File: src/pkg/phy_mgmt_regs.vh
`ifndef PHY_MGMT_REGS_VH
`define PHY_MGMT_REGS_VH

// ****************************************
// register offsets (5-bit management address)
// ****************************************
`define OFS_BASIC_MODE_CONTROL  5'h00
`define OFS_BASIC_MODE_STATUS   5'h01
`define OFS_IDENTIFIER_HIGH     5'h02
`define OFS_IDENTIFIER_LOW      5'h03
`define OFS_NEG_ADVERTISE       5'h04
`define OFS_PARTNER_ABILITY     5'h05
`define OFS_NEG_EXPANSION       5'h06
`define OFS_NEXT_PAGE_TRANSMIT  5'h07
`define OFS_LINK_STATUS_SUMMARY 5'h10
`define OFS_FALSE_CARRIER_CNT   5'h14
`define OFS_RECEIVE_ERROR_CNT   5'h15
`define OFS_CODING_SUBLAYER_CFG 5'h16
`define OFS_TRANSCEIVER_CONTROL 5'h19
`define OFS_TEN_BASE_STAT_CTRL  5'h1A
`define OFS_DRIVER_TEST_CONTROL 5'h1B

// ****************************************
// basic mode control field positions
// ****************************************
`define CTL_RESET_BIT       15
`define CTL_LOOPBACK_BIT    14
`define CTL_SPEED_BIT       13
`define CTL_AN_ENABLE_BIT   12
`define CTL_POWER_DOWN_BIT  11
`define CTL_ISOLATE_BIT     10
`define CTL_AN_RESTART_BIT  9
`define CTL_DUPLEX_BIT      8
`define CTL_COL_TEST_BIT    7

// ****************************************
// basic mode status field positions and fixed bits
// ****************************************
`define STS_AN_COMPLETE_BIT 5
`define STS_REMOTE_FLT_BIT  4
`define STS_LINK_BIT        2
`define STS_JABBER_BIT      1
`define STS_FIXED_CAPS      16'h7849

// ****************************************
// identifier fields
// ****************************************
`define ID_OUI_LOW_MSB      15
`define ID_OUI_LOW_LSB      10
`define ID_MODEL_MSB        9
`define ID_MODEL_LSB        4
`define ID_REV_MSB          3
`define ID_REV_LSB          0

// ****************************************
// reset values and writable masks
// ****************************************
`define ADVERTISE_RST       16'h01E1
`define ADVERTISE_MASK      16'hA7FF
`define NEXT_PAGE_RST       16'h2001
`define NEXT_PAGE_MASK      16'hBFFF
`define PARTNER_RST         16'h0000
`define CODING_CFG_RST      16'h0000
`define CODING_CFG_MASK     16'h1F27
`define XCVR_CTRL_RST       16'h0000
`define XCVR_CTRL_MASK      16'h0FE0
`define TEN_BASE_RST        16'h0000
`define TEN_BASE_MASK       16'h01C3
`define TEN_BASE_POL_BIT    4
`define DRV_TEST_RST        16'h0000
`define DRV_TEST_MASK       16'hFF1F
`define SUMMARY_MASK        16'h3F7F
`define EXPANSION_MASK      16'h001F
`define COUNTER_MAX         8'hFF

// ****************************************
// timing
// ****************************************
`define CLK_MHZ             125
`define HW_RESET_MIN_US     160
`define SW_RESET_US         160
`define STATION_WAIT_US     500

`endif

File: src/hw/phy_mgmt_regs.v
`timescale 1ns/1ps
`default_nettype none

`include "phy_mgmt_regs.vh"

// How it works
// - reset pin low at least 160 us
// - pin reset restores defaults, relatches straps
// - pin reset honoured at any time
// - writing control bit 15 starts software reset
// - software reset bit clears itself when done
// - software reset lasts about 160 us
// - software reset restores defaults, relatches straps
// - control register fields at offset 00h
// - read-only status register at offset 01h
// - identifier registers at 02h and 03h
// - advertisement 04h and partner base page 05h
// - partner next page shown at 05h
// - next page transmit register at 07h
// - extended registers at 10h to 1Bh
module phy_mgmt_regs #(
  parameter SW_RESET_CYCLES = `SW_RESET_US * `CLK_MHZ,
  // arbitrary identity values
  parameter [15:0] OUI_HIGH  = 16'h1234,
  parameter [5:0]  OUI_LOW   = 6'h15,
  parameter [5:0]  MODEL_NUM = 6'h0A,
  parameter [3:0]  MODEL_REV = 4'h1
) (
  // clock and reset
  input  wire        clk,
  input  wire        srst,
  input  wire        reset_pin_n,
  // management pins
  input  wire        mdc,
  input  wire        mdio_in,
  output wire        mdio_out,
  output wire        mdio_oe_n,
  // strap pins
  input  wire [4:0]  strap_phy_addr,
  input  wire        strap_an_enable,
  input  wire        strap_speed,
  input  wire        strap_duplex,
  // state from the datapath, same clock
  input  wire        an_complete,
  input  wire        remote_fault,
  input  wire        link_up,
  input  wire        jabber,
  input  wire [4:0]  expansion_bits,
  input  wire [15:0] partner_page,
  input  wire        partner_page_stb,
  input  wire [15:0] link_summary,
  input  wire        polarity_inv,
  input  wire        false_carrier_evt,
  input  wire        rx_error_evt,
  // configuration to the datapath
  output wire        core_rst,
  output reg  [15:0] basic_mode_control_q,
  output reg         an_restart_q,
  output reg  [15:0] negotiation_advertise_q,
  output reg  [15:0] next_page_transmit_q,
  output reg  [15:0] coding_sublayer_config_q,
  output reg  [15:0] transceiver_control_q,
  output reg  [15:0] ten_base_status_control_q,
  output reg  [15:0] driver_test_control_q
);

  reg  [7:0]  strap_s1_q;
  reg  [7:0]  strap_s2_q;
  reg  [7:0]  strap_lat_q;
  reg  [15:0] partner_ability_q;
  reg  [7:0]  false_carrier_q;
  reg  [7:0]  receive_error_q;
  reg         link_ll_q;
  reg         jabber_lh_q;
  reg         remote_lh_q;
  reg  [15:0] rd_data;
  wire [4:0]  reg_addr;
  wire [15:0] wr_data;
  wire        wr_stb;
  wire        rd_stb;
  wire        sw_busy;
  wire        sw_req;
  wire        rd_status;
  wire [15:0] status_word;

  // merge a write into a register through its writable mask
  function [15:0] masked;
    input [15:0] old_val;
    input [15:0] new_val;
    input [15:0] mask;
    begin
      masked = (old_val & ~mask) | (new_val & mask);
    end
  endfunction

  // saturating clear-on-read event counter; an event wins over the clear
  function [7:0] count_step;
    input [7:0] cur;
    input       evt;
    input       clr;
    begin
      if (clr)
        count_step = evt ? 8'h01 : 8'h00;
      else if (evt && cur != `COUNTER_MAX)
        count_step = cur + 8'h01;
      else
        count_step = cur;
    end
  endfunction

  // ****************************************
  // reset control and serial engine
  // ****************************************
  assign sw_req = wr_stb && reg_addr == `OFS_BASIC_MODE_CONTROL &&
                  wr_data[`CTL_RESET_BIT];

  reset_ctl #(
    .SW_RESET_CYCLES (SW_RESET_CYCLES)
  ) u_reset_ctl (
    .clk         (clk),
    .srst        (srst),
    .reset_pin_n (reset_pin_n),
    .sw_req      (sw_req),
    .core_rst_q  (core_rst),
    .sw_busy_q   (sw_busy)
  );

  mdio_serial u_mdio_serial (
    .clk         (clk),
    .rst         (core_rst),
    .mdc         (mdc),
    .mdio_in     (mdio_in),
    .mdio_out_q  (mdio_out),
    .mdio_oe_n_q (mdio_oe_n),
    .phy_addr    (strap_lat_q[7:3]),
    .rd_data     (rd_data),
    .reg_addr_q  (reg_addr),
    .wr_data_q   (wr_data),
    .wr_stb_q    (wr_stb),
    .rd_stb_q    (rd_stb)
  );

  // ****************************************
  // strap capture
  // ****************************************
  // straps follow the pins for as long as reset holds, so the
  // value kept is the one present at release
  always @(posedge clk) begin
    strap_s1_q <= {strap_phy_addr, strap_an_enable, strap_speed,
                   strap_duplex};
    strap_s2_q <= strap_s1_q;
    if (core_rst)
      strap_lat_q <= strap_s2_q;
  end

  // ****************************************
  // writable registers
  // ****************************************
  always @(posedge clk) begin
    if (core_rst) begin
      basic_mode_control_q      <= 16'h0000;
      basic_mode_control_q[`CTL_SPEED_BIT]     <= strap_s2_q[1];
      basic_mode_control_q[`CTL_AN_ENABLE_BIT] <= strap_s2_q[2];
      basic_mode_control_q[`CTL_DUPLEX_BIT]    <= strap_s2_q[0];
      an_restart_q              <= 1'b0;
      negotiation_advertise_q   <= `ADVERTISE_RST;
      next_page_transmit_q      <= `NEXT_PAGE_RST;
      partner_ability_q         <= `PARTNER_RST;
      coding_sublayer_config_q  <= `CODING_CFG_RST;
      transceiver_control_q     <= `XCVR_CTRL_RST;
      ten_base_status_control_q <= `TEN_BASE_RST;
      driver_test_control_q     <= `DRV_TEST_RST;
    end else begin
      an_restart_q <= 1'b0;
      if (partner_page_stb)
        partner_ability_q <= partner_page;
      if (wr_stb) begin
        case (reg_addr)
          `OFS_BASIC_MODE_CONTROL: begin
            // reset and restart act as pulses and are not stored
            basic_mode_control_q <= {1'b0, wr_data[14:10], 1'b0,
                                     wr_data[8:7], 7'h00};
            an_restart_q <= wr_data[`CTL_AN_RESTART_BIT];
          end
          `OFS_NEG_ADVERTISE:
            negotiation_advertise_q <= masked(negotiation_advertise_q,
              wr_data, `ADVERTISE_MASK);
          `OFS_PARTNER_ABILITY:
            partner_ability_q <= wr_data;
          `OFS_NEXT_PAGE_TRANSMIT:
            next_page_transmit_q <= masked(next_page_transmit_q,
              wr_data, `NEXT_PAGE_MASK);
          `OFS_CODING_SUBLAYER_CFG:
            coding_sublayer_config_q <= masked(coding_sublayer_config_q,
              wr_data, `CODING_CFG_MASK);
          `OFS_TRANSCEIVER_CONTROL:
            transceiver_control_q <= masked(transceiver_control_q,
              wr_data, `XCVR_CTRL_MASK);
          `OFS_TEN_BASE_STAT_CTRL:
            ten_base_status_control_q <= masked(
              ten_base_status_control_q, wr_data, `TEN_BASE_MASK);
          `OFS_DRIVER_TEST_CONTROL:
            driver_test_control_q <= masked(driver_test_control_q,
              wr_data, `DRV_TEST_MASK);
          default: begin
            // read-only and reserved offsets drop the write
            an_restart_q <= 1'b0;
          end
        endcase
      end
    end
  end

  // ****************************************
  // latched status and counters
  // ****************************************
  assign rd_status = rd_stb && reg_addr == `OFS_BASIC_MODE_STATUS;

  always @(posedge clk) begin
    if (core_rst) begin
      link_ll_q       <= 1'b0;
      jabber_lh_q     <= 1'b0;
      remote_lh_q     <= 1'b0;
      false_carrier_q <= 8'h00;
      receive_error_q <= 8'h00;
    end else begin
      // a loss of link in the read cycle still latches low
      link_ll_q   <= link_up & (link_ll_q | rd_status);
      jabber_lh_q <= jabber | (jabber_lh_q & ~rd_status);
      remote_lh_q <= remote_fault | (remote_lh_q & ~rd_status);
      false_carrier_q <= count_step(false_carrier_q, false_carrier_evt,
        rd_stb && reg_addr == `OFS_FALSE_CARRIER_CNT);
      receive_error_q <= count_step(receive_error_q, rx_error_evt,
        rd_stb && reg_addr == `OFS_RECEIVE_ERROR_CNT);
    end
  end

  assign status_word = `STS_FIXED_CAPS |
    ({15'h0000, an_complete} << `STS_AN_COMPLETE_BIT) |
    ({15'h0000, remote_lh_q} << `STS_REMOTE_FLT_BIT) |
    ({15'h0000, link_ll_q}   << `STS_LINK_BIT) |
    ({15'h0000, jabber_lh_q} << `STS_JABBER_BIT);

  // ****************************************
  // read decode
  // ****************************************
  always @* begin
    rd_data = 16'h0000;
    case (reg_addr)
      `OFS_BASIC_MODE_CONTROL:
        rd_data = basic_mode_control_q |
                  ({15'h0000, sw_busy} << `CTL_RESET_BIT);
      `OFS_BASIC_MODE_STATUS:
        rd_data = status_word;
      `OFS_IDENTIFIER_HIGH:
        rd_data = OUI_HIGH;
      `OFS_IDENTIFIER_LOW: begin
        rd_data[`ID_OUI_LOW_MSB:`ID_OUI_LOW_LSB] = OUI_LOW;
        rd_data[`ID_MODEL_MSB:`ID_MODEL_LSB]     = MODEL_NUM;
        rd_data[`ID_REV_MSB:`ID_REV_LSB]         = MODEL_REV;
      end
      `OFS_NEG_ADVERTISE:
        rd_data = negotiation_advertise_q;
      `OFS_PARTNER_ABILITY:
        rd_data = partner_ability_q;
      `OFS_NEG_EXPANSION:
        rd_data = {11'h000, expansion_bits} & `EXPANSION_MASK;
      `OFS_NEXT_PAGE_TRANSMIT:
        rd_data = next_page_transmit_q;
      `OFS_LINK_STATUS_SUMMARY:
        rd_data = link_summary & `SUMMARY_MASK;
      `OFS_FALSE_CARRIER_CNT:
        rd_data = {8'h00, false_carrier_q};
      `OFS_RECEIVE_ERROR_CNT:
        rd_data = {8'h00, receive_error_q};
      `OFS_CODING_SUBLAYER_CFG:
        rd_data = coding_sublayer_config_q;
      `OFS_TRANSCEIVER_CONTROL:
        rd_data = transceiver_control_q | {11'h000, strap_lat_q[7:3]};
      `OFS_TEN_BASE_STAT_CTRL:
        rd_data = ten_base_status_control_q |
                  ({15'h0000, polarity_inv} << `TEN_BASE_POL_BIT);
      `OFS_DRIVER_TEST_CONTROL:
        rd_data = driver_test_control_q;
      default:
        rd_data = 16'h0000;
    endcase
  end

endmodule // phy_mgmt_regs

`default_nettype wire

File: src/hw/reset_ctl.v
`timescale 1ns/1ps
`default_nettype none

module reset_ctl #(
  parameter SW_RESET_CYCLES = 20000
) (
  // clock and reset
  input  wire clk,
  input  wire srst,
  // reset sources
  input  wire reset_pin_n,
  input  wire sw_req,
  // result
  output reg  core_rst_q,
  output reg  sw_busy_q
);

  reg        pin_s1_q;
  reg        pin_s2_q;
  reg [14:0] sw_cnt_q;

  // ****************************************
  // pin synchroniser
  // ****************************************
  always @(posedge clk) begin
    pin_s1_q <= reset_pin_n;
    pin_s2_q <= pin_s1_q;
  end

  // ****************************************
  // software reset timer
  // ****************************************
  always @(posedge clk) begin
    if (srst || !pin_s2_q) begin
      sw_busy_q <= 1'b0;
      sw_cnt_q  <= 15'h0000;
    end else if (!sw_busy_q) begin
      if (sw_req) begin
        sw_busy_q <= 1'b1;
        sw_cnt_q  <= SW_RESET_CYCLES[14:0] - 15'h0001;
      end
    end else if (sw_cnt_q == 15'h0000) begin
      sw_busy_q <= 1'b0;
    end else begin
      sw_cnt_q <= sw_cnt_q - 15'h0001;
    end
  end

  // ****************************************
  // core reset, released on a clock edge
  // ****************************************
  // a low pin resets three clocks later, at any time; the driver keeps it long
  always @(posedge clk) begin
    core_rst_q <= srst | ~pin_s2_q | sw_busy_q;
  end

endmodule // reset_ctl

`default_nettype wire

File: src/hw/mdio_serial.v
`timescale 1ns/1ps
`default_nettype none

module mdio_serial (
  // clock and reset
  input  wire        clk,
  input  wire        rst,
  // management pins
  input  wire        mdc,
  input  wire        mdio_in,
  output reg         mdio_out_q,
  output reg         mdio_oe_n_q,
  // register side
  input  wire [4:0]  phy_addr,
  input  wire [15:0] rd_data,
  output reg  [4:0]  reg_addr_q,
  output reg  [15:0] wr_data_q,
  output reg         wr_stb_q,
  output reg         rd_stb_q
);

  localparam [4:0] S_IDLE = 5'h01;
  localparam [4:0] S_ST   = 5'h02;
  localparam [4:0] S_HDR  = 5'h04;
  localparam [4:0] S_TA   = 5'h08;
  localparam [4:0] S_DATA = 5'h10;

  reg        mdc_s1_q;
  reg        mdc_s2_q;
  reg        mdc_s3_q;
  reg        dio_s1_q;
  reg        dio_s2_q;
  reg [4:0]  state_q;
  reg [10:0] hdr_q;
  reg [3:0]  cnt_q;
  reg        is_rd_q;
  reg        hit_q;
  reg [15:0] shift_q;
  wire       rise;
  wire       bit_in;
  wire [11:0] full_hdr;

  // ****************************************
  // pin sampling
  // ****************************************
  always @(posedge clk) begin
    mdc_s1_q <= mdc;
    mdc_s2_q <= mdc_s1_q;
    mdc_s3_q <= mdc_s2_q;
    dio_s1_q <= mdio_in;
    dio_s2_q <= dio_s1_q;
  end

  assign rise     = mdc_s2_q & ~mdc_s3_q;
  assign bit_in   = dio_s2_q;
  assign full_hdr = {hdr_q, bit_in};

  // ****************************************
  // frame engine
  // ****************************************
  // preamble is optional: any 0 then 1 starts a frame
  always @(posedge clk) begin
    if (rst) begin
      state_q     <= S_IDLE;
      hdr_q       <= 11'h000;
      cnt_q       <= 4'h0;
      is_rd_q     <= 1'b0;
      hit_q       <= 1'b0;
      shift_q     <= 16'h0000;
      reg_addr_q  <= 5'h00;
      wr_data_q   <= 16'h0000;
      wr_stb_q    <= 1'b0;
      rd_stb_q    <= 1'b0;
      mdio_out_q  <= 1'b1;
      mdio_oe_n_q <= 1'b1;
    end else begin
      wr_stb_q <= 1'b0;
      rd_stb_q <= 1'b0;
      if (rise) begin
        case (state_q)
          S_IDLE: begin
            if (!bit_in)
              state_q <= S_ST;
          end
          S_ST: begin
            if (bit_in) begin
              state_q <= S_HDR;
              cnt_q   <= 4'h0;
            end
          end
          S_HDR: begin
            hdr_q <= full_hdr[10:0];
            cnt_q <= cnt_q + 4'h1;
            if (cnt_q == 4'hB) begin
              is_rd_q    <= (full_hdr[11:10] == 2'b10);
              hit_q      <= (full_hdr[9:5] == phy_addr);
              reg_addr_q <= full_hdr[4:0];
              cnt_q      <= 4'h0;
              if (full_hdr[11:10] == 2'b10 || full_hdr[11:10] == 2'b01)
                state_q <= S_TA;
              else
                state_q <= S_IDLE;
            end
          end
          S_TA: begin
            if (cnt_q == 4'h0) begin
              cnt_q <= 4'h1;
              if (is_rd_q && hit_q) begin
                // capture before read side effects clear anything
                shift_q     <= rd_data;
                rd_stb_q    <= 1'b1;
                mdio_oe_n_q <= 1'b0;
                mdio_out_q  <= 1'b0;
              end
            end else begin
              cnt_q      <= 4'h0;
              state_q    <= S_DATA;
              mdio_out_q <= shift_q[15];
              shift_q    <= {shift_q[14:0], 1'b0};
            end
          end
          S_DATA: begin
            cnt_q <= cnt_q + 4'h1;
            if (is_rd_q) begin
              mdio_out_q <= shift_q[15];
              shift_q    <= {shift_q[14:0], 1'b0};
              if (cnt_q == 4'hF) begin
                mdio_oe_n_q <= 1'b1;
                mdio_out_q  <= 1'b1;
                state_q     <= S_IDLE;
              end
            end else begin
              wr_data_q <= {wr_data_q[14:0], bit_in};
              if (cnt_q == 4'hF) begin
                wr_stb_q <= hit_q;
                state_q  <= S_IDLE;
              end
            end
          end
          default: begin
            state_q <= S_IDLE;
          end
        endcase
      end
    end
  end

endmodule // mdio_serial

`default_nettype wire

File: config.mk
export PLATFORM = sky130hd
export DESIGN_NAME = phy_mgmt_regs
export DESIGN_NICKNAME = d
export VERILOG_FILES = /design/src/hw/phy_mgmt_regs.v /design/src/hw/reset_ctl.v /design/src/hw/mdio_serial.v
export VERILOG_INCLUDE_DIRS = /design/src /design/src/pkg
export SDC_FILE = /design/constraint.sdc
export NUM_CORES = 1
export LEC_CHECK = 0
export BUFFER_PORTS_ARGS = -buffer_cell sky130_fd_sc_hd__buf_2
export CORE_ASPECT_RATIO = 0.8
export CORE_MARGIN = 2
export CORE_UTILIZATION = 25
export CTS_CLUSTER_DIAMETER = 50
export DETAILED_ROUTE_END_ITERATION = 8
export PLACE_DENSITY = 0.5
export SLEW_MARGIN = 20
export SYNTH_ARGS = -nofsm -noshare
export SYNTH_HDL_FRONTEND = slang
export SYNTH_SLANG_ARGS = --single-unit
File: constraint.sdc
create_clock -name clk -period 1.85 [get_ports clk]
set_input_delay 0.0925 -clock clk [delete_from_list [all_inputs] [get_ports clk]]
set_output_delay 0.0925 -clock clk [all_outputs]
set_load 0.005 [all_outputs]
==> results of run 1 <==
[path summary, 6_finish.rpt]
path         cells past startpoint                       end  slack (ns)                        start
min reg2reg                      0      u_reset_ctl.pin_s2_q        0.32         u_reset_ctl.pin_s1_q
max                              6  u_mdio_serial.shift_q[3]       -0.05  u_mdio_serial.reg_addr_q[1]
max reg2reg                      6  u_mdio_serial.shift_q[3]       -0.05  u_mdio_serial.reg_addr_q[1]
min                              4  u_mdio_serial.shift_q[0]        0.03              link_summary[0]
[layer usage]
metal	vias to the layer above	part of all wire [%]	wire length, um
li1	4527	-	-
met1	4590	46	17700
met2	298	45	17300
met3	60	5.9	2250
met4	0	2.6	976
met5	-	0	0
[stage by stage]
step                setup slack [ns]  total power (W)
floorplan                    0.00503          0.00505
CTS                          -0.0130           0.0114
global route                  -0.104           0.0117
detailed placement            -0.199          0.00515
finish                       -0.0459           0.0113
global placement              -0.165          0.00515
[power groups by stage]
stage          registers, W  logic [W]  clock network [W]
2_1_floorplan       0.00480   0.000248                  0
3_3_place_gp        0.00483   0.000316                  0
3_5_place_dp        0.00483   0.000318                  0
4_1_cts             0.00473   0.000373            0.00631
5_1_grt             0.00473   0.000421            0.00651
6_report            0.00473   0.000383            0.00618
[registers in the layout (all words and copies together), names as in the netlist, 7 cells and up]
| name | count |
|---|---|
| basic_mode_control_q | 7 |
| coding_sublayer_config_q | 9 |
| driver_test_control_q | 13 |
| false_carrier_q | 8 |
| negotiation_advertise_q | 13 |
| next_page_transmit_q | 15 |
| partner_ability_q | 16 |
| receive_error_q | 8 |
| strap_s1_q | 8 |
| strap_s2_q | 8 |
| transceiver_control_q | 7 |
| u_mdio_serial.hdr_q | 11 |
| u_mdio_serial.shift_q | 16 |
| u_mdio_serial.wr_data_q | 16 |
| u_reset_ctl.sw_cnt_q | 15 |
[cell families after synthesis]
kind of cell             after synthesis  synth area share (%)
adder cells (fa/ha/maj)                6                 0.754
multiplexers                          65                  6.71
XOR/XNOR                              24                  2.11
other                                  1                0.0376
flip-flops                           213                  43.6
AO/OA/AOI/OAI                        242                  16.7
AND/OR/NAND/NOR                      450                  22.3
buffers and inverters                136                  7.71
[area by class of cell]
cell class	count	area, sq um
fillers	4087	25400
multi-input cells	832	5510
flip-flops and latches	213	4380
repair buffers	299	2220
clock buffers	41	918
well taps	536	671
clock inverters	21	191
inverters	16	60.1
[synth_stat cells (5+ instances only)]
master | count | share of area, %
nand2_1 | 154 | 5.8
buf_6 | 6 | 0.68
nor3b_1 | 6 | 0.45
nand3_1 | 46 | 2.3
nor2_1 | 111 | 4.2
nand3b_1 | 10 | 0.75
a221oi_1 | 6 | 0.53
a32oi_1 | 5 | 0.44
a31oi_1 | 7 | 0.44
dfxtp_1 | 205 | 41
a22oi_1 | 16 | 1.2
a22o_1 | 7 | 0.62
a21oi_1 | 82 | 4.1
buf_2 | 19 | 0.95
nor2b_1 | 7 | 0.44
o211ai_1 | 10 | 0.75
xor2_1 | 13 | 1.1
nor3_1 | 13 | 0.65
o21ai_0 | 11 | 0.55
mux2i_1 | 60 | 6.0
a211oi_1 | 33 | 2.5
xnor2_1 | 11 | 0.97
inv_1 | 15 | 0.57
or2_2 | 5 | 0.31
ha_1 | 6 | 0.75
o22ai_1 | 13 | 0.82
edfxtp_1 | 8 | 2.4
and3_1 | 29 | 1.8
nand4_1 | 9 | 0.57
or3_1 | 6 | 0.38
nand2b_1 | 9 | 0.57
buf_4 | 50 | 3.8
clkbuf_1 | 41 | 1.5
a221o_1 | 6 | 0.60
[repair_timing]
action                                  in CTS  in global routing
hold buffers                                32                  0
gates resized for setup                     42                 93
hold endpoints to repair                    32                  0
endpoints found under the setup margin      90                 99
pin swaps                                    8                 40
gates cloned                                 2                  1
buffers inserted                             4                 15
[tightest hold or removal path: cells and delay by family]
kind	cells	cell delay [ns]
AOI/OAI and AO/OA	2	0.21
buffers and inverters	1	0.09
and+or+nand+nor	1	0.09
==> flow_metrics.env, run 1 <==
export IMPL_fin_crit_ns=1.90
export IMPL_ys_warn_count=0
export IMPL_violations="negative setup slack"
export IMPL_syn_avg_cell_area_sq_um=8.76
export IMPL_final_common_cell="dfxtp_1"
export IMPL_synthFlopType="dfxtp_1"
export IMPL_setup_ws_ns=-0.0459
export IMPL_crit_path_max_incr_delay_ns=0.53
export IMPL_groute_usage_overall_pct=17.9
export IMPL_combPwrFrac_pct=3.4
export IMPL_layout_cells_non_filler=1958
export IMPL_slew_limit_headroom_pct=55.3
export IMPL_drc=0
export IMPL_worst_endpoint_arrival_ns=2.26
export IMPL_numCtsBuffers=34
export IMPL_placed_cell_area_sq_um=11800
export IMPL_clkLatencyLatePin_ns=0.51
export IMPL_io_pin_count=174
export IMPL_drt_wl_total_mm=38.2
export IMPL_sw_frac_of_total_pct=24.7
export IMPL_synthCells=1137
export IMPL_pwr_share_clk_pct=54.8
export IMPL_dp_hpwl_mm=28.0
export IMPL_synth_seq_area_share_pct=43.6
export IMPL_crit_required_ns=2.21
export IMPL_end_kind="flip-flop"
export IMPL_p_sw_w=0.00279
export IMPL_power_density_nw_per_um2=809
export IMPL_cts_tree="yes"
export IMPL_layout_common_cells="dfxtp_1 (191), nand2_1 (149), buf_2 (127)"
export IMPL_maxCapViolations=0
export IMPL_routabilityCongestion=0.933
export IMPL_io_buffers=127
export IMPL_grt_pass1_wl_mm=56.6
export IMPL_grt_use_met3_pct=3.27
export IMPL_grt_pass1_vias=9050
export IMPL_tightest_slew_ns=0.669
export IMPL_clkTransAtPathRegs_ns=0.05
export IMPL_final_area_sq_um=14000
export IMPL_critPathMaxFanout=7
export IMPL_fin_nets=1460
export IMPL_placed_cells=1842
export IMPL_core_area_sq_um=39400
export IMPL_fin_skew_ns=0.0232
export IMPL_rows=65
export IMPL_finalMaxSlewViolations=0
export IMPL_cp_num_buf_inv=2
export IMPL_drt_pass1_iter_count=7
export IMPL_p_leak_nw=5.69
export IMPL_rsz0062_at_grt="yes"
export IMPL_fin_crit_sh_pct=102
export IMPL_syn_to_final_growth_pct=40.1
export IMPL_vias_per_cell=4.84
export IMPL_p_int_w=0.00851
export IMPL_die_w_um=227
export IMPL_criticalPathCategory="flip-flop to flip-flop"
export IMPL_postRouteAntennaNets=0
export IMPL_wire_per_inst_um=19.5
export IMPL_drive_gt1_share_pct=30.8
export IMPL_final_hold_violation_count=0
export IMPL_status="finished, violations left"
export IMPL_met2_usage_pct=27.7
export IMPL_gr_total_overflow=0
export IMPL_hold_class="input pin to flip-flop"
export IMPL_vias=9475
export IMPL_synthArstFlopShare_pct=0
export IMPL_synth_seq_cells=213
export IMPL_final_setup_viol_count=3
export IMPL_peakVddDrop_v=0.000575
export IMPL_use_met1_pct=25.4
export IMPL_timing_fmax_ghz=0.527
export IMPL_grt_busiest_layer="met2"
export IMPL_start_util_pct=25.3
export IMPL_drt_initial_drc_count=698
export IMPL_critPathTopFamily="multiplexers"
export IMPL_cts_max_path_buffers=3
export IMPL_synth_area_sq_um=9960
export IMPL_tns_ns=-0.0692
export IMPL_fin_util_pct=35.4
export IMPL_cts_sinks=213
export IMPL_synth_cell_types=87
export IMPL_die_h_um=183
export IMPL_synth_edff_count=8
export IMPL_htreeDepth=2
export IMPL_diodes=0
export IMPL_whs_ns=0.0290
export IMPL_crit_chain="clkbuf_16 -> mux4_2 -> a221oi_4 -> buf_6 -> and3_1 -> o22ai_1"
export IMPL_grt_max_degree=52
export IMPL_slowest_stage="mux4_2"
export IMPL_critPathLaunchType="flip-flop"
export IMPL_cts_root_buffer="clkbuf_16"
export IMPL_dieArea_sq_um=41500
export IMPL_antenna_found_initial=0
export IMPL_seq_power_share_pct=41.9
No activity file was read; power rests on OpenSTA's default activity.
==> run 2, diff against run 1 <==
--- a/config.mk
+++ b/config.mk
@@ -9,10 +9,11 @@
 export BUFFER_PORTS_ARGS = -buffer_cell sky130_fd_sc_hd__buf_2
 export CORE_ASPECT_RATIO = 0.8
 export CORE_MARGIN = 2
-export CORE_UTILIZATION = 25
+export CORE_UTILIZATION = 35
 export CTS_CLUSTER_DIAMETER = 50
 export DETAILED_ROUTE_END_ITERATION = 8
-export PLACE_DENSITY = 0.5
+export PLACE_DENSITY = 0.63
+export SKIP_LAST_GASP = 1
 export SLEW_MARGIN = 20
 export SYNTH_ARGS = -nofsm -noshare
 export SYNTH_HDL_FRONTEND = slang
==> run 2 against run 1 <==
Compared with the run above:
- the run still ends with negative setup slack left
- register-to-register slack got worse by 0.08 ns
- wire length fell by 9.8%
- core utilization rose by 12 points
- cell count is 9.1% lower
- via count rose by 0.69%
- sequential power barely moved
- critical path type unchanged
- clock power fell by 9.7%
==> flow_metrics.env, run 2 (synthesis gave the netlist of run 1 again) <==
export IMPL_rows=55
export IMPL_dp_hpwl_mm=24.9
export IMPL_grt_pass1_vias=8809
export IMPL_regArea_sq_um=4370
export IMPL_violations="negative setup slack"
export IMPL_cts_max_path_buffers=3
export IMPL_fin_nets=1453
export IMPL_drt_wl_total_mm=34.4
export IMPL_htreeDepth=1
export IMPL_die_h_um=155
export IMPL_finalMaxSlewViolations=0
export IMPL_vias_per_cell=5.36
export IMPL_criticalPathCategory="flip-flop to flip-flop"
export IMPL_grt_pass1_wl_mm=51.7
export IMPL_dp_worst_setup_slack_ns=-0.279
export IMPL_cts_tree="yes"
export IMPL_final_hold_violation_count=0
export IMPL_status="finished, violations left"
export IMPL_layout_common_cells="dfxtp_1 (190), nand2_1 (152), buf_2 (127)"
export IMPL_p_leak_nw=5.55
export IMPL_die_w_um=193
export IMPL_final_setup_viol_count=9
export IMPL_vias=9540
export IMPL_cts_sinks=213
export IMPL_final_common_cell="dfxtp_1"
export IMPL_fill_cells=2674
export IMPL_maxCapViolations=0
export IMPL_multi_input_area_sq_um=5320
export IMPL_tns_ns=-0.505
export IMPL_setup_ws_ns=-0.122
export IMPL_critPathMaxFanout=7
export IMPL_drt_initial_drc_count=1050
export IMPL_rsz0062_at_grt="yes"
export IMPL_hold_class="input pin to flip-flop"
export IMPL_fin_skew_ns=0.0118
export IMPL_groute_usage_overall_pct=22.3
export IMPL_cts_root_buffer="clkbuf_16"
export IMPL_p_total_w=0.0107
export IMPL_gr_total_overflow=0
export IMPL_final_area_sq_um=13400
export IMPL_peakVddDrop_v=0.000557
export IMPL_wire_per_inst_um=19.3
export IMPL_dieArea_sq_um=29800
export IMPL_crit_required_ns=2.26
export IMPL_worst_endpoint_arrival_ns=2.38
export IMPL_io_pin_count=174
export IMPL_timing_fmax_ghz=0.507
export IMPL_end_kind="flip-flop"
export IMPL_grt_max_degree=132
export IMPL_io_buffers=127
export IMPL_critPathLaunchType="flip-flop"
export IMPL_core_area_sq_um=28100
export IMPL_tightest_slew_ns=0.672
export IMPL_postRouteAntennaNets=0
export IMPL_drt_pass1_iter_count=6
export IMPL_drc=0
export IMPL_fin_crit_sh_pct=107
export IMPL_syn_to_final_growth_pct=34.6
export IMPL_power_density_nw_per_um2=796
export IMPL_fin_util_pct=47.6
export IMPL_reg_largest_list="partner_ability_q (16), u_mdio_serial.shift_q (16), u_mdio_serial.wr_data_q (16)"
export IMPL_clkLatencyLatePin_ns=0.55
export IMPL_placed_cell_area_sq_um=11600
export IMPL_clkTransAtPathRegs_ns=0.06
export IMPL_routabilityCongestion=0.957
export IMPL_start_util_pct=35.4
export IMPL_slew_limit_headroom_pct=55.0
export IMPL_fin_crit_ns=1.97
export IMPL_numCtsBuffers=26
export IMPL_antenna_found_initial=0
export IMPL_drive_gt1_share_pct=28.9
-- run 2: power by group --
part / leakage (nW) / internal [W] / switching (W) / total [W]
Sequential: 1.75 / 0.00467 / 0.0000473 / 0.00472
Clock: 0.478 / 0.00330 / 0.00228 / 0.00558
Combinational: 3.32 / 0.000171 / 0.000207 / 0.000377
-- run 2: layout make-up --
class | count | area share, %
antenna | 1 | 0.0187
clock buffer | 30 | 5.35
clock inverter | 18 | 1.87
inverter | 16 | 0.448
multi-input combinational | 831 | 39.7
sequential | 213 | 32.6
tap | 370 | 3.45
timing repair buffer | 301 | 16.5
-- run 2: final timing paths --
kind                                from                       end  slack [ns]  cells past startpoint
min reg2reg                strap_s1_q[7]             strap_s2_q[7]        0.32                      0
max reg2reg  u_mdio_serial.reg_addr_q[1]  u_mdio_serial.shift_q[5]       -0.12                      8
min                      link_summary[0]  u_mdio_serial.shift_q[0]        0.03                      4
max          u_mdio_serial.reg_addr_q[1]  u_mdio_serial.shift_q[5]       -0.12                      8
-- run 2: repair_timing --
action / 4_1_cts / 5_1_grt
hold endpoints to repair: 35 / 0
endpoints found under the setup margin: 68 / 84
resized for setup: 37 / 55
hold buffers: 33 / 0
pin swaps: 11 / 22
buffers inserted: 5 / 10
cloned: 1 / 1
-- run 2: metal layers --
metal	global-route usage (%)	wire, um	vias up
met3	3.54	2620	65
met1	33.0	15700	4581
li1	-	-	4515
met5	0	0	-
met2	33.4	15100	379
met4	6.40	1080	0
-- run 2: critical path, cell delays in order, from the launching register on --
cell      delay (ns)
dfxtp_4         0.42
buf_4           0.17
nand2b_1        0.18
buf_4           0.18
nor3_2          0.06
buf_4           0.18
a221oi_1        0.28
and3_1          0.26
o22ai_1         0.10
-- run 2: metrics by stage --
| step | hold WS [ns] | std cells |
|---|---|---|
| floorplan | 0.120 | 1179 |
| global placement | 0.195 | 1681 |
| detailed placement | 0.196 | 1681 |
| CTS | 0.0169 | 1768 |
| global route | 0.0463 | 1779 |
| finish | 0.0308 | 1780 |
==> run 3, diff against run 2 <==
--- a/config.mk
+++ b/config.mk
@@ -8,7 +8,6 @@
 export LEC_CHECK = 0
 export BUFFER_PORTS_ARGS = -buffer_cell sky130_fd_sc_hd__buf_2
 export CORE_ASPECT_RATIO = 0.8
-export CORE_MARGIN = 2
 export CORE_UTILIZATION = 35
 export CTS_CLUSTER_DIAMETER = 50
 export DETAILED_ROUTE_END_ITERATION = 8
==> run 3 against run 2 <==
Compared with the run above:
- wire length is 1.6% lower
- largest power group unchanged
- highest routed layer unchanged
- core utilization is 1.0 points higher
- the run still ends with negative setup slack left
- combinational power is 2% higher
- cell count is 0.56% lower
==> flow_metrics.env, run 3 (synthesis gave the netlist of run 1 again) <==
export IMPL_regArea_sq_um=4370
export IMPL_hold_class="input pin to flip-flop"
export IMPL_final_setup_viol_count=7
export IMPL_vias=9465
export IMPL_end_kind="flip-flop"
export IMPL_cts_sinks=213
export IMPL_final_hold_violation_count=0
export IMPL_slew_limit_headroom_pct=52.2
export IMPL_htreeDepth=1
export IMPL_drive_gt1_share_pct=29.7
export IMPL_crit_path_max_incr_delay_ns=0.50
export IMPL_placed_cell_area_sq_um=11600
export IMPL_worst_endpoint_arrival_ns=2.33
export IMPL_vias_per_cell=5.35
export IMPL_clkTransAtPathRegs_ns=0.06
export IMPL_clkLatencyLatePin_ns=0.55
export IMPL_peakVddDrop_v=0.000618
export IMPL_cts_root_buffer="clkbuf_16"
export IMPL_core_area_sq_um=27600
export IMPL_groute_usage_overall_pct=22.7
export IMPL_grt_pass1_wl_mm=51.5
export IMPL_status="finished, violations left"
export IMPL_fin_util_pct=48.7
export IMPL_fill_cells=2629
export IMPL_reg_largest_list="partner_ability_q (16), u_mdio_serial.shift_q (16), u_mdio_serial.wr_data_q (16)"
export IMPL_fin_skew_ns=0.0282
export IMPL_cts_max_path_buffers=3
export IMPL_grt_pass1_vias=8757
export IMPL_die_h_um=153
export IMPL_numCtsBuffers=26
export IMPL_layout_common_cells="dfxtp_1 (192), nand2_1 (150), buf_2 (127)"
export IMPL_cp_num_buf_inv=2
export IMPL_io_buffers=127
export IMPL_fin_crit_sh_pct=102
export IMPL_gr_total_overflow=0
export IMPL_tightest_slew_ns=0.713
export IMPL_crit_chain="buf_12 -> nor2b_1 -> buf_4 -> a32o_1 -> a221oi_2 -> and3_1 -> o22ai_1"
export IMPL_final_common_cell="dfxtp_1"
export IMPL_dieArea_sq_um=29100
export IMPL_rsz0062_at_grt="yes"
export IMPL_critPathLaunchType="flip-flop"
export IMPL_p_leak_nw=5.54
export IMPL_critPathMaxFanout=9
export IMPL_wire_per_inst_um=19.1
export IMPL_critPathTopFamily="simple AND/OR/NAND/NOR gates"
export IMPL_diodes=0
export IMPL_cts_tree="yes"
export IMPL_timing_fmax_ghz=0.530
export IMPL_power_density_nw_per_um2=795
export IMPL_drt_pass1_iter_count=5
export IMPL_criticalPathCategory="flip-flop to flip-flop"
export IMPL_p_total_w=0.0107
export IMPL_final_area_sq_um=13400
export IMPL_slowest_stage="nor2b_1"
export IMPL_dp_hpwl_mm=24.6
export IMPL_syn_to_final_growth_pct=35.0
export IMPL_io_pin_count=174
export IMPL_drc=0
export IMPL_fin_nets=1450
export IMPL_start_util_pct=36.0
export IMPL_antenna_found_initial=0
export IMPL_drt_wl_total_mm=33.9
export IMPL_drt_initial_drc_count=824
export IMPL_grt_max_degree=90
export IMPL_multi_input_area_sq_um=5410
export IMPL_postRouteAntennaNets=0
export IMPL_fin_crit_ns=1.89
export IMPL_crit_required_ns=2.30
export IMPL_rows=54
export IMPL_violations="negative setup slack"
export IMPL_maxCapViolations=0
export IMPL_finalMaxSlewViolations=0
export IMPL_setup_ws_ns=-0.0361
export IMPL_die_w_um=191
export IMPL_tns_ns=-0.145
export IMPL_routabilityCongestion=0.941
[run 3: cell types whose count changed in the layout (fill, tap and decap cells not counted), moves of 3 or more]
cell | before | now
inv_8 | 3 | 0
buf_4 | 119 | 122
clkinvlp_4 | 0 | 4
dfxtp_2 | 11 | 8
buf_6 | 10 | 4
mux2i_1 | 60 | 57
or2_4 | 4 | 0
clkbuf_8 | 3 | 0
[run 3: power by group]
group	leakage, nW	internal (W)	switching (W)
clock	0.462	0.00338	0.00222
combinational	3.33	0.000175	0.000211
sequential	1.75	0.00467	0.0000441
total	5.54	0.00822	0.00247
[run 3: cell type report]
class | count | share of cell area, %
Clock buffer | 28 | 5.21
Clock inverter | 20 | 2.01
Inverter | 16 | 0.447
Multi-Input combinational cell | 831 | 40.2
Sequential cell | 213 | 32.5
Tap cell | 364 | 3.39
Timing Repair Buffer | 298 | 16.2
[run 3: worst register-to-register path, delay by kind of cell, from the launching register on]
| family | cells | cell delay (ns) |
|---|---|---|
| DFF | 1 | 0.40 |
| and+or+nand+nor | 2 | 0.71 |
| buffers and inverters | 2 | 0.37 |
| AOI/OAI and AO/OA | 3 | 0.34 |
[run 3: path summary, 6_finish.rpt]
kind / startpoint / to / slack (ns) / depth (start not counted)
hold / removal: link_summary[0] / u_mdio_serial.shift_q[0] / 0.04 / 4
setup / recovery: u_mdio_serial.reg_addr_q[0] / u_mdio_serial.shift_q[2] / -0.04 / 7
hold reg to reg: u_reset_ctl.pin_s1_q / u_reset_ctl.pin_s2_q / 0.33 / 0
setup reg to reg: u_mdio_serial.reg_addr_q[0] / u_mdio_serial.shift_q[2] / -0.04 / 7
[run 3: through the flow]
stage,hold WS (ns),instances,setup slack (ns)
after floorplan,0.120,1179,0.00503
after global placement,0.194,1672,-0.200
after detailed placement,0.196,1672,-0.176
after CTS,0.00400,1759,-0.0256
after global routing,0.0323,1770,-0.102
final,0.0352,1770,-0.0361
[run 3: per-layer routing]
metal	wire (um)	GRT usage (%)
met1	15400	33.3
met5	0	0
met4	773	5.83
met3	2640	3.26
met2	15000	34.4
[run 3: timing repair]
item                       in CTS  in global routing
pin swaps                      10                 27
hold buffers                   32                  0
setup endpoints to repair      78                 84
gates cloned                    1                  0
hold endpoints to repair       32                  0
buffers inserted                6                 11
resized for setup              37                 67
